$ cat src/fci_pkg.sv
package fci_pkg;

  // ---------------------------------------------------------------------------
  // Bus geometry and register map
  // ---------------------------------------------------------------------------
  localparam int unsigned ADDR_W = 5;
  localparam int unsigned DATA_W = 32;

  localparam logic [ADDR_W-1:0] OFS_INSTR  = 5'h00;
  localparam logic [ADDR_W-1:0] OFS_FLAGS  = 5'h04;
  localparam logic [ADDR_W-1:0] OFS_RESULT = 5'h08;
  localparam logic [ADDR_W-1:0] OFS_CTRL   = 5'h0C;
  localparam logic [ADDR_W-1:0] OFS_COUNT  = 5'h10;

  localparam logic [1:0] RESP_OKAY   = 2'h0;
  localparam logic [1:0] RESP_SLVERR = 2'h2;

  // ---------------------------------------------------------------------------
  // Instruction word fields and reset values
  // ---------------------------------------------------------------------------
  localparam int unsigned OPC_LSB  = 0;
  localparam int unsigned OPC_W    = 5;
  localparam int unsigned IDX_LSB  = 5;
  localparam int unsigned IDX_W    = 3;
  localparam int unsigned DAT_LSB  = 8;
  localparam int unsigned DAT_W    = 8;
  localparam int unsigned CNT_W    = 16;
  localparam int unsigned CTRL_DBG = 0;

  localparam logic [7:0] FLAGS_RST  = 8'h00;
  localparam logic [7:0] RESULT_RST = 8'h00;

  // Bit positions inside the processor flags register.
  localparam logic [2:0] FLG_C = 3'h0;
  localparam logic [2:0] FLG_Z = 3'h1;
  localparam logic [2:0] FLG_N = 3'h2;
  localparam logic [2:0] FLG_V = 3'h3;
  localparam logic [2:0] FLG_S = 3'h4;
  localparam logic [2:0] FLG_H = 3'h5;
  localparam logic [2:0] FLG_T = 3'h6;
  localparam logic [2:0] FLG_I = 3'h7;

  // ---------------------------------------------------------------------------
  // Operation codes
  // ---------------------------------------------------------------------------
  typedef enum logic [4:0] {
    OP_IDLE_INSTRUCTION    = 5'h00,
    OP_INDEXED_FLAG_RAISE  = 5'h01,
    OP_INDEXED_FLAG_LOWER  = 5'h02,
    OP_REG_BIT_TO_FLAG     = 5'h03,
    OP_FLAG_TO_REG_BIT     = 5'h04,
    OP_NIBBLE_SWAP         = 5'h05,
    OP_SLEEP               = 5'h06,
    OP_WATCHDOG_RESTART_OP = 5'h07,
    OP_BREAK               = 5'h08,
    OP_CARRY_LOWER         = 5'h10,
    OP_CARRY_RAISE         = 5'h11,
    OP_ZERO_LOWER          = 5'h12,
    OP_ZERO_RAISE          = 5'h13,
    OP_NEGATIVE_LOWER      = 5'h14,
    OP_NEGATIVE_RAISE      = 5'h15,
    OP_OVERFLOW_FLAG_LOWER = 5'h16,
    OP_OVERFLOW_FLAG_RAISE = 5'h17,
    OP_SIGN_FLAG_LOWER     = 5'h18,
    OP_SIGN_FLAG_RAISE     = 5'h19,
    OP_HALF_CARRY_LOWER    = 5'h1A,
    OP_HALF_CARRY_RAISE    = 5'h1B,
    OP_TRANSFER_FLAG_LOWER = 5'h1C,
    OP_TRANSFER_FLAG_RAISE = 5'h1D,
    OP_IRQ_GLOBAL_OFF      = 5'h1E,
    OP_IRQ_GLOBAL_ON       = 5'h1F
  } fci_op_t;

  // Replaces one bit of a byte; used for flag and register bit updates.
  function automatic logic [7:0] fci_put_bit(input logic [7:0] v, input logic [2:0] i, input logic b);
    logic [7:0] r;
    r    = v;
    r[i] = b;
    return r;
  endfunction

endpackage

$ cat src/fci_exec.sv
`timescale 1ns/1ps
module fci_exec
  import fci_pkg::*;
(
  input  wire logic [OPC_W-1:0] op,          // Operation code.
  input  wire logic [2:0]       idx,         // Bit or flag index.
  input  wire logic [7:0]       data,        // Register operand.
  input  wire logic [7:0]       flags,       // Current processor flags.
  input  wire logic             dbg_en,      // Debug system present.
  output logic      [7:0]       flags_next,  // Flags after the instruction.
  output logic      [7:0]       result,      // Register result.
  output logic                  result_we,   // Result is to be stored.
  output logic                  sleep_go,    // Sleep hand-off.
  output logic                  wdr_go,      // Watchdog restart.
  output logic                  brk_go       // Debug break.
);

  // ---------------------------------------------------------------------------
  // Single-cycle execution of one instruction
  // ---------------------------------------------------------------------------
  // Every path starts from "nothing changes" so that, apart from the nibble swap, only the addressed bit moves.
  always_comb begin
    flags_next = flags;
    result     = data;
    result_we  = 1'b0;
    sleep_go   = 1'b0;
    wdr_go     = 1'b0;
    brk_go     = 1'b0;
    if (op[4]) begin
      // Dedicated set/clear codes carry the flag index in bits 3..1.
      flags_next = fci_put_bit(flags, op[3:1], op[0]);
    end else begin
      unique case (op)
        OP_INDEXED_FLAG_RAISE: flags_next = fci_put_bit(flags, idx, 1'b1);
        OP_INDEXED_FLAG_LOWER: flags_next = fci_put_bit(flags, idx, 1'b0);
        OP_REG_BIT_TO_FLAG:    flags_next = fci_put_bit(flags, FLG_T, data[idx]);
        OP_FLAG_TO_REG_BIT: begin
          result    = fci_put_bit(data, idx, flags[FLG_T]);
          result_we = 1'b1;
        end
        OP_NIBBLE_SWAP: begin
          result    = {data[3:0], data[7:4]};
          result_we = 1'b1;
        end
        OP_SLEEP:               sleep_go = 1'b1;
        OP_WATCHDOG_RESTART_OP: wdr_go   = 1'b1;
        OP_BREAK:               brk_go   = dbg_en;
        default:                flags_next = flags; // Idle and undefined codes change nothing
      endcase
    end
  end

endmodule

$ cat src/fci_top.sv
// Behaviour
// - Indexed raise and lower force the status bit chosen by a 3-bit index to one or zero in one clock, alone.
// - Register-bit-to-flag copies bit b of the operand into the transfer flag in one clock.
// - Flag-to-register-bit writes the transfer flag into bit b of the result, nothing else changing, in one clock.
// - Overflow raise and lower set and clear only the overflow flag, each in one clock.
// - Half-carry raise and lower set and clear only the half-carry flag, each in one clock.
// - Sign raise and lower set and clear only the signed-test flag, each in one clock.
// - Sleep takes one clock, leaves the flags alone and hands off to the sleep controller.
// - Watchdog restart takes one clock, leaves the flags alone and tells the watchdog to restart.
// - Break acts only when the debug system is present and never changes the flags.
`timescale 1ns/1ps
module fci_top
  import fci_pkg::*;
(
  input  wire logic              aclk,             // Core clock, 10 MHz.
  input  wire logic              aresetn,          // Synchronous reset, low active.
  input  wire logic [ADDR_W-1:0] s_axi_awaddr,     // Write address.
  input  wire logic              s_axi_awvalid,    // Write address valid.
  output logic                   s_axi_awready,    // Write address ready.
  input  wire logic [DATA_W-1:0] s_axi_wdata,      // Write data.
  input  wire logic [3:0]        s_axi_wstrb,      // Write byte strobes.
  input  wire logic              s_axi_wvalid,     // Write data valid.
  output logic                   s_axi_wready,     // Write data ready.
  output logic [1:0]             s_axi_bresp,      // Write response.
  output logic                   s_axi_bvalid,     // Write response valid.
  input  wire logic              s_axi_bready,     // Write response ready.
  input  wire logic [ADDR_W-1:0] s_axi_araddr,     // Read address.
  input  wire logic              s_axi_arvalid,    // Read address valid.
  output logic                   s_axi_arready,    // Read address ready.
  output logic [DATA_W-1:0]      s_axi_rdata,      // Read data.
  output logic [1:0]             s_axi_rresp,      // Read response.
  output logic                   s_axi_rvalid,     // Read data valid.
  input  wire logic              s_axi_rready,     // Read data ready.
  output logic [7:0]             processor_flags,  // Processor flags register.
  output logic                   sleep_req,        // One-cycle sleep hand-off.
  output logic                   wdog_restart,     // One-cycle watchdog restart.
  output logic                   debug_break       // One-cycle debug break.
);

  // ---------------------------------------------------------------------------
  // State
  // ---------------------------------------------------------------------------
  typedef struct packed {
    logic              aw_full;
    logic [ADDR_W-1:0] aw_addr;
    logic              w_full;
    logic [DATA_W-1:0] w_data;
    logic [3:0]        w_strb;
    logic              awready;
    logic              wready;
    logic              bvalid;
    logic [1:0]        bresp;
    logic              arready;
    logic              rvalid;
    logic [1:0]        rresp;
    logic [DATA_W-1:0] rdata;
    logic [7:0]        flags;
    logic [7:0]        result;
    logic              dbg_en;
    logic [CNT_W-1:0]  count;
    logic              sleep;
    logic              watchdog_restart_op;
    logic              brk;
  } fci_state_t;

  fci_state_t st_q;
  fci_state_t st_d;

  logic             exec_go;
  logic [OPC_W-1:0] exec_op;
  logic [2:0]       exec_idx;
  logic [7:0]       exec_data;
  logic [7:0]       flags_next;
  logic [7:0]       exec_result;
  logic             exec_we;
  logic             sleep_go;
  logic             wdr_go;
  logic             brk_go;
  logic             wr_fire;

  // Instruction fields come straight from the captured write data.
  assign exec_op   = st_q.w_data[OPC_LSB +: OPC_W];
  assign exec_idx  = st_q.w_data[IDX_LSB +: IDX_W];
  assign exec_data = st_q.w_data[DAT_LSB +: DAT_W];
  assign wr_fire   = st_q.aw_full && st_q.w_full && !st_q.bvalid;
  // The low byte holds the opcode, so an instruction only issues when it is strobed.
  assign exec_go   = wr_fire && (st_q.aw_addr == OFS_INSTR) && st_q.w_strb[0];

  fci_exec u_exec (
    .op         (exec_op),
    .idx        (exec_idx),
    .data       (exec_data),
    .flags      (st_q.flags),
    .dbg_en     (st_q.dbg_en),
    .flags_next (flags_next),
    .result     (exec_result),
    .result_we  (exec_we),
    .sleep_go   (sleep_go),
    .wdr_go     (wdr_go),
    .brk_go     (brk_go)
  );

  // ---------------------------------------------------------------------------
  // Read decode
  // ---------------------------------------------------------------------------
  function automatic logic [DATA_W+1:0] rd_decode(input fci_state_t s, input logic [ADDR_W-1:0] a);
    logic [DATA_W-1:0] d;
    logic [1:0]        r;
    d = '0;
    r = RESP_OKAY;
    unique case (a)
      OFS_INSTR:  d = s.w_data;
      OFS_FLAGS:  d[7:0] = s.flags;
      OFS_RESULT: d[7:0] = s.result;
      OFS_CTRL:   d[CTRL_DBG] = s.dbg_en;
      OFS_COUNT:  d[CNT_W-1:0] = s.count;
      default:    r = RESP_SLVERR;
    endcase
    return {r, d};
  endfunction

  // ---------------------------------------------------------------------------
  // Next-state logic
  // ---------------------------------------------------------------------------
  // Address and data are held separately, so the master may offer them in any order.
  always_comb begin
    st_d       = st_q;
    st_d.sleep = 1'b0;
    st_d.watchdog_restart_op   = 1'b0;
    st_d.brk   = 1'b0;
    if (s_axi_awvalid && st_q.awready) begin
      st_d.aw_full = 1'b1;
      st_d.aw_addr = s_axi_awaddr;
    end
    if (s_axi_wvalid && st_q.wready) begin
      st_d.w_full = 1'b1;
      st_d.w_data = s_axi_wdata;
      st_d.w_strb = s_axi_wstrb;
    end
    if (st_q.bvalid && s_axi_bready) begin
      st_d.bvalid = 1'b0;
    end
    if (wr_fire) begin
      st_d.aw_full = 1'b0;
      st_d.w_full  = 1'b0;
      st_d.bvalid  = 1'b1;
      st_d.bresp   = RESP_OKAY;
      unique case (st_q.aw_addr)
        OFS_INSTR:  st_d.bresp = RESP_OKAY;
        OFS_FLAGS:  if (st_q.w_strb[0]) st_d.flags = st_q.w_data[7:0];
        OFS_CTRL:   if (st_q.w_strb[0]) st_d.dbg_en = st_q.w_data[CTRL_DBG];
        OFS_RESULT: st_d.bresp = RESP_SLVERR;
        OFS_COUNT:  st_d.bresp = RESP_SLVERR;
        default:    st_d.bresp = RESP_SLVERR;
      endcase
    end
    // Execution finishes in the cycle the held instruction write fires, one cycle after the word is taken.
    if (exec_go) begin
      st_d.flags = flags_next;
      if (exec_we) begin
        st_d.result = exec_result;
      end
      st_d.sleep = sleep_go;
      st_d.watchdog_restart_op   = wdr_go;
      st_d.brk   = brk_go;
      st_d.count = st_q.count + CNT_W'(1);
    end
    if (st_q.rvalid && s_axi_rready) begin
      st_d.rvalid = 1'b0;
    end
    if (s_axi_arvalid && st_q.arready) begin
      st_d.rvalid                 = 1'b1;
      {st_d.rresp, st_d.rdata}    = rd_decode(st_q, s_axi_araddr);
    end
    // Ready is registered, so it is derived from the state the next cycle will hold.
    st_d.awready = !st_d.aw_full && !st_d.bvalid;
    st_d.wready  = !st_d.w_full && !st_d.bvalid;
    st_d.arready = !st_d.rvalid;
  end

  // Register the whole state; reset leaves the bus idle and the flags cleared.
  always_ff @(posedge aclk) begin
    if (!aresetn) begin
      st_q        <= '0;
      st_q.flags  <= FLAGS_RST;
      st_q.result <= RESULT_RST;
    end else begin
      st_q <= st_d;
    end
  end

  // ---------------------------------------------------------------------------
  // Outputs
  // ---------------------------------------------------------------------------
  assign s_axi_awready   = st_q.awready;
  assign s_axi_wready    = st_q.wready;
  assign s_axi_bvalid    = st_q.bvalid;
  assign s_axi_bresp     = st_q.bresp;
  assign s_axi_arready   = st_q.arready;
  assign s_axi_rvalid    = st_q.rvalid;
  assign s_axi_rresp     = st_q.rresp;
  assign s_axi_rdata     = st_q.rdata;
  assign processor_flags = st_q.flags;
  assign sleep_req       = st_q.sleep;
  assign wdog_restart    = st_q.watchdog_restart_op;
  assign debug_break     = st_q.brk;
endmodule

$ cat config.mk
export PLATFORM = sky130hd
export DESIGN_NAME = fci_top
export DESIGN_NICKNAME = d
export VERILOG_FILES = /design/src/fci_pkg.sv /design/src/fci_exec.sv /design/src/fci_top.sv
export SDC_FILE = /design/constraint.sdc
export NUM_CORES = 1
export LEC_CHECK = 0
export ABC_AREA = 1
export BUFFER_PORTS_ARGS = -buffer_cell sky130_fd_sc_hd__buf_2
export CORE_MARGIN = 2
export CORE_UTILIZATION = 40
export CTS_BUF_LIST = sky130_fd_sc_hd__clkbuf_8
export CTS_CLUSTER_SIZE = 8
export DETAILED_ROUTE_END_ITERATION = 10
export GPL_TIMING_DRIVEN = 0
export SETUP_SLACK_MARGIN = 0.5
export SYNTH_ARGS = -nofsm -noshare
export SYNTH_HDL_FRONTEND = slang
export SYNTH_HIERARCHICAL = 1
export SYNTH_SLANG_ARGS = --single-unit
$ cat constraint.sdc
create_clock -name aclk -period 3 [get_ports aclk]
set_clock_uncertainty 0.15 [all_clocks]
set_input_delay 0.3 -clock aclk [delete_from_list [all_inputs] [get_ports aclk]]
set_output_delay 0.3 -clock aclk [all_outputs]
set_load 0.02 [all_outputs]
## Yosys cells after proc, flatten, opt, wreduce, memory -nomap -nowiden

Cells that the tools add are included.

| word-level totals | value |
|---|---|
| input bits | 53 |
| bits in writable memories | 0 |
| register bits | 120 |
| memories kept | 0 |
| bits in read-only memories | 0 |
| bits in latches | 0 |
| word-level logic and storage cells | 116 |
| output and inout port bits | 52 |

| cells by class | value |
|---|---|
| shift operators | 0 |
| mux-type cells | 35 |
| equality and inequality tests | 17 |
| multipliers | 0 |
| $lt $le $gt $ge | 4 |
| reduce and logical (&&, ||, !) cells | 32 |
| bitwise operators | 6 |
| div/mod/pow operators | 0 |
| add/subtract/negate cells | 1 |

Operators by type and width:

| kind | count |
|---|---|
| $mux W8 | 6 |
| $mux W37 | 1 |
| $mux W35 | 1 |
| $mux W16 | 2 |
| $pmux W8 S2 | 2 |
| $eq A5 B3 Y1 const B | 6 |
| $pmux W7 S4 | 1 |
| $pmux W8 S3 | 1 |
| $eq A5 B4 Y1 const B | 4 |
| $add A16 B1 Y16 const B | 1 |
| $bwmux W8 | 2 |
| $logic_and A1 B1 Y1 | 13 |
| $mux W1 | 11 |
| $eq A5 B2 Y1 const B | 2 |
| $logic_not A5 Y1 | 2 |
| $and A8 B8 Y8 | 1 |
| $lt A3 B4 Y1 const B | 2 |
| $not A8 Y8 | 1 |
| $or A8 B8 Y8 | 1 |
| $demux W1 S3 | 2 |
| $ge A3 B1 Y1 const B | 2 |
| $mux W6 | 1 |
| $reduce_bool A2 Y1 | 3 |
| $reduce_or A3 Y1 | 2 |
| 18 further kinds | 25 |

## Longest topological paths before layout

| depth | value |
|---|---|
| word-level depth | 9 |
| gate-level depth with buffers | 13 |

## By module

Netlist, hierarchy kept.

Modules (own cells, without submodules):

| module | instances | sequential area each (um^2) | area an instance (um^2) | cells each |
|---|---|---|---|---|
| fci_top | 1 | 2302.2 | 5245.0 | 719 |
| fci_exec | 1 | 0.0 | 819.5 | 171 |

## Least setup slack after synthesis

Ideal clock, no wire load.

| timing | value |
|---|---|
| kind | reg-to-reg |
| from | register st_q (netlist bit exec_op[0]) |
| to | register, netlist name processor_flags[5] |
| cell stages (with the launch flop) | 12 |
| period minus slack after synthesis | 1.551 ns |
| library setup time | 0.109 ns |
| setup slack | 1.449 ns |
| arrival | 1.292 ns |
| cells stage by stage | dfxtp_1 > inv_2 > nand3_1 > nor2_2 > a21oi_1 > nand3_1 > nand2_1 > nand2_1 > nand2_1 > nand3_1 > nand2_1 > inv_1 |

| between the ends | value |
|---|---|
| word-level cells in the longest chain between the ends | 4 |
| elaborated cells on any way between the ends | 10 |
| classes of those cells | eq/ne: 5; mux: 4; reduce/logical: 1 |

RTL lines:

| element | line | RTL |
|---|---|---|
| from (decl) | fci_top.sv:66 | `fci_state_t st_q;` |
| from (signal assigned) | fci_top.sv:188 | `st_q <= st_d;` |
| $eq A5 B2 Y1 or $eq A5 B1 Y1 (tied branches) | fci_exec.sv:33 | `unique case (op)` |
| $pmux W8 S3 | fci_exec.sv:33 |  |
| $mux W8 * | fci_exec.sv:29 | `if (op[4]) begin` |
| net flags_next[5] | fci_top.sv:73 | `logic [7:0] flags_next;` |
| $mux W16 * | fci_top.sv:158 | `if (exec_go) begin` |

The timed path passes the listed nets; every way through them passes the cells marked *.
A chain may end at the register's enable or synchronous reset.

## Final worst setup path

| timing | value |
|---|---|
| from | register st_q (netlist bit exec_op[0]) |
| to | register, netlist name processor_flags[5] |

| between the ends | value |
|---|---|
| word-level cells in the longest chain between the ends | 4 |
| elaborated cells on any way between the ends | 10 |
| classes of those cells | eq/ne: 5; mux: 4; reduce/logical: 1 |

RTL lines:

| element | line |
|---|---|
| $eq A5 B2 Y1 or $eq A5 B1 Y1 (tied branches) | fci_exec.sv:33 |
| $pmux W8 S3 | fci_exec.sv:33 |
| $mux W8 * | fci_exec.sv:29 |
| net flags_next[5] | fci_top.sv:73 |
| $mux W16 * | fci_top.sv:158 |

Marked as above.

==> results.md <==
- Gates resized, CTS repair: 0
- Netlist Area Pre-Place: a little over 6000 um^2
- Vias in the first global route: roughly 5600
- Power after layout: 3.51 mW
- Hold Startpoint: s_axi_bready
- Result of the run: complete, no violations
- Share of cells above drive strength 1: 21.3%
- Shortest period the worst path allows: ~2.0 ns
- Post-detailed-routing wire length: around 18000 um
- Post-synthesis cell type count: 39
- Launch point of the critical path: exec_op[0]
- Synth Flop Type: dfxtp_1
- RD Place Congestion: between 0.9 and 1
- Area added between synthesis and finish: 24.7%
- Clk slew on worst S/H paths: ~0.070 ns
- DRC violation count after routing: 0
- Global-route wire length before repair: ~28000 um
- First-pass detailed-route iteration total: 5
- Terminus of the critical flop-to-flop path: processor_flags[5]
- Number of enable flip-flop cells after synthesis: 0
- Clock sinks: roughly 120
- Commonest cells after routing, fill and taps aside: nand2_1 (183), nor2_1 (134), dfxtp_1 (115)
- Fraction of the cycle the final worst path needs: 65.9%
- DR iter-0 viols: between 400 and 500
- Synthesized-area fraction occupied by xor and xnor cells: 0.289%
- Actual transition at the worst max-transition pin: around 0.7 ns
- Post-layout worst setup margin: 1.02 ns
- Main combinational cell family by area after synthesis: simple AND/OR/NAND/NOR gates
- Mux cell area share after synthesis: 0%
- Setup WS pre-CTS: 1.00 ns
- Crit Path Category: flop to flop
- Startpoint Class: flop
- Cell type with the largest total area after synthesis: dfxtp_1
- Ant. Diodes: 0
- Routed vias: roughly 6200
- Number of cells traversed by the worst register-to-register path: 11
- Maximum clock insertion buffer count: 2
- Standard-cell rows: 45
- I/O pins: 105
- Arithmetic-cell share of the synthesized area counting full adders, half adders and majority gates: less than 1%
- Insertion delay of the later-clocked pin in the worst-skew pair: between 0.4 and 0.5 ns
- Sequential standard cell area: between 2000 and 2500 um^2
- Worst Hold End: s_axi_bvalid
- Vias per Instance: approximately 5.0
- Most frequent standard cell in the layout excluding fill and tap cells: nand2_1
- Number of warnings printed during yosys synthesis: 6
- Number of routed nets with antenna violations: 0
- Initial core utilization: between 40% and 50%
- IR Drop Worst-Case VDD: 0.298 mV
- Floorplan core area: about 15000 um^2
- DPL Wire Length: around 13000 um
- Part of the Yosys area used for sequential elements: 38.0%
- H-tree depth: 4
- Cells after Synth: ~900
- Post-synthesis sequential element count: 115
- Endpoint class of the critical path: flop
- Portion of synthesized cell area occupied by the leading cell type: 38.0%
- Maximum fanout encountered on the critical timing path: 11
- DIE AREA: around 16000 um^2
- Area fraction in compound gates after synthesis: approximately 16%
- Count of final max-slew check failures: 0
- Fillcell total: about 1600
- Slew headroom: 53.0%
- Residual overflow from global routing: 0
- Number of stages on the worst hold path: 4
- Average routed wire per standard cell: between 10 and 15 um
- Setup TNS: 0 ns
- GRT Util Overall: 22.4%
- Post-CTS setup repair buffer count: 0
- Number of buffers inserted by port buffering: 99
- Static leakage: approximately 3.4 nW
- Number of antenna violations at the first check in global routing: 0
- Buffer cell driving the clock tree root: clkbuf_8
- R2r setup slk: 1.02 ns
- Fin. Hold Viols: 0
- Worst endpoint required time: 3.21 ns
- Achievable clock frequency: between 500 and 600 MHz
- Die height: 127 um
- Clock tree from TritonCTS: yes
- Ranking of synthesized cells by area: dfxtp_1 (38%), nand2_1 (11%), nor2_1 (8.3%), o21ai_0 (7.5%), buf_4 (5.9%)
- Fraction of registers with async set/reset: 0%
- Basic-gate share of the synthesized area counting and, or, nand and nor cells: between 30% and 40%
- RSZ-0062 raised after global routing: no
- Final setup vio count: 0
- Pin count of the biggest net entering global routing: 17
- Critical path arrival: 2.18 ns
- Pwr dens: 464 nW/um^2
- Critical R2R Launch: exec_op[0]
- Number of CTS-inserted buffers: 17
- Fin nets: between 1000 and 1500
- Max-cap check violation count: 0
- Average footprint of a synthesized cell: around 6.8 um^2
- Kind of path behind the tightest hold check: primary input to flop
- Area of combinational cells with multiple inputs: slightly below 3000 um^2
- Die Width: 127 um
## cell usage after synthesis, types with 3 or more instances
cell / count
o21ai_0: 91
buf_6: 3
nand3_1: 43
clkbuf_1: 18
nand2_2: 3
o221ai_1: 4
buf_4: 48
nor3_1: 8
inv_2: 5
buf_2: 11
nand4_1: 25
nor2_2: 4
clkinv_1: 3
dfxtp_1: 115
nor2_1: 134
a21oi_1: 59
nand2_1: 183
o211ai_1: 14
inv_1: 79
nor2_4: 6
o22ai_1: 3
o21ai_1: 5
## cell type report
cell class,instances,share of cell area (%)
flip-flops and latches,115,30.4
plain buffers,83,7.26
multi-input cells,606,38.2
repair buffers,138,11.7
well taps,188,3.11
clock inverters,12,1.31
inverters,87,4.32
clock buffers,20,3.64
## worst max path at each step
stage	to	slack (ns)
after floorplan	processor_flags[5]	1.45
after global placement	processor_flags[5]	1.03
after detailed placement	st_q[22]	1.00
after CTS	st_q[22]	1.0
after global routing	processor_flags[5]	0.81
final	processor_flags[5]	1.02
## what timing repair did
item                                    in CTS  in global routing
hold endpoints to repair                    39                  0
endpoints found under the setup margin       0                  0
hold buffers                                39                  0
## logic make-up after synthesis
| kind of cell | count (synthesis) |
|---|---|
| compound gates | 180 |
| other cells | 1 |
| buf+inv | 170 |
| xor+xnor | 2 |
| simple gates | 421 |
| flops | 115 |
| fa+ha+maj | 1 |
## state kept, by name, indices dropped and copies added, names as in the netlist, 3 cells and up
name             cells
exec_data            8
exec_idx             3
exec_op              5
processor_flags      8
s_axi_rdata         32
st_q                49
## where the power goes
group	total (mW)	internal (mW)	switching (mW)
Combinational	0.503	0.202	0.301
Clock	1.35	0.650	0.701
Sequential	1.65	1.59	0.0601
Total	3.51	2.45	1.06
## metal layers
metal  GRT usage (%)  wire length [um]  part of all wire, %
met5               0                 0                    0
met4            7.89               314                  1.8
met3            4.40              1160                  6.6
met2            35.6              8000                   45
met1            30.6              8250                   47
## worst max-delay path, cell delays in order, from the launching register on
cell	delay [ns]
dfxtp_1	0.68
inv_2	0.17
nand3_1	0.21
nor2_2	0.11
a21oi_1	0.13
nand3_1	0.07
nand2_1	0.09
nand2_1	0.05
nand2_1	0.06
nand3_1	0.07
nand2_1	0.06
inv_1	0.03
## metrics by stage
stage / hold slack [ns] / utilization (%) / instances / instance area (um^2)
3_5_place_dp: 0.288 / 45.2 / 1178 / 6800
4_1_cts: 0.00183 / 50.3 / 1249 / 7560
2_1_floorplan: 0.274 / - / 891 / 6070
6_report: 0.0266 / 50.3 / 1249 / 7560
3_3_place_gp: 0.287 / 45.2 / 1178 / 6800
5_1_grt: 0.0228 / 50.3 / 1249 / 7560
Note: power is estimated with default switching activity, not from simulation.
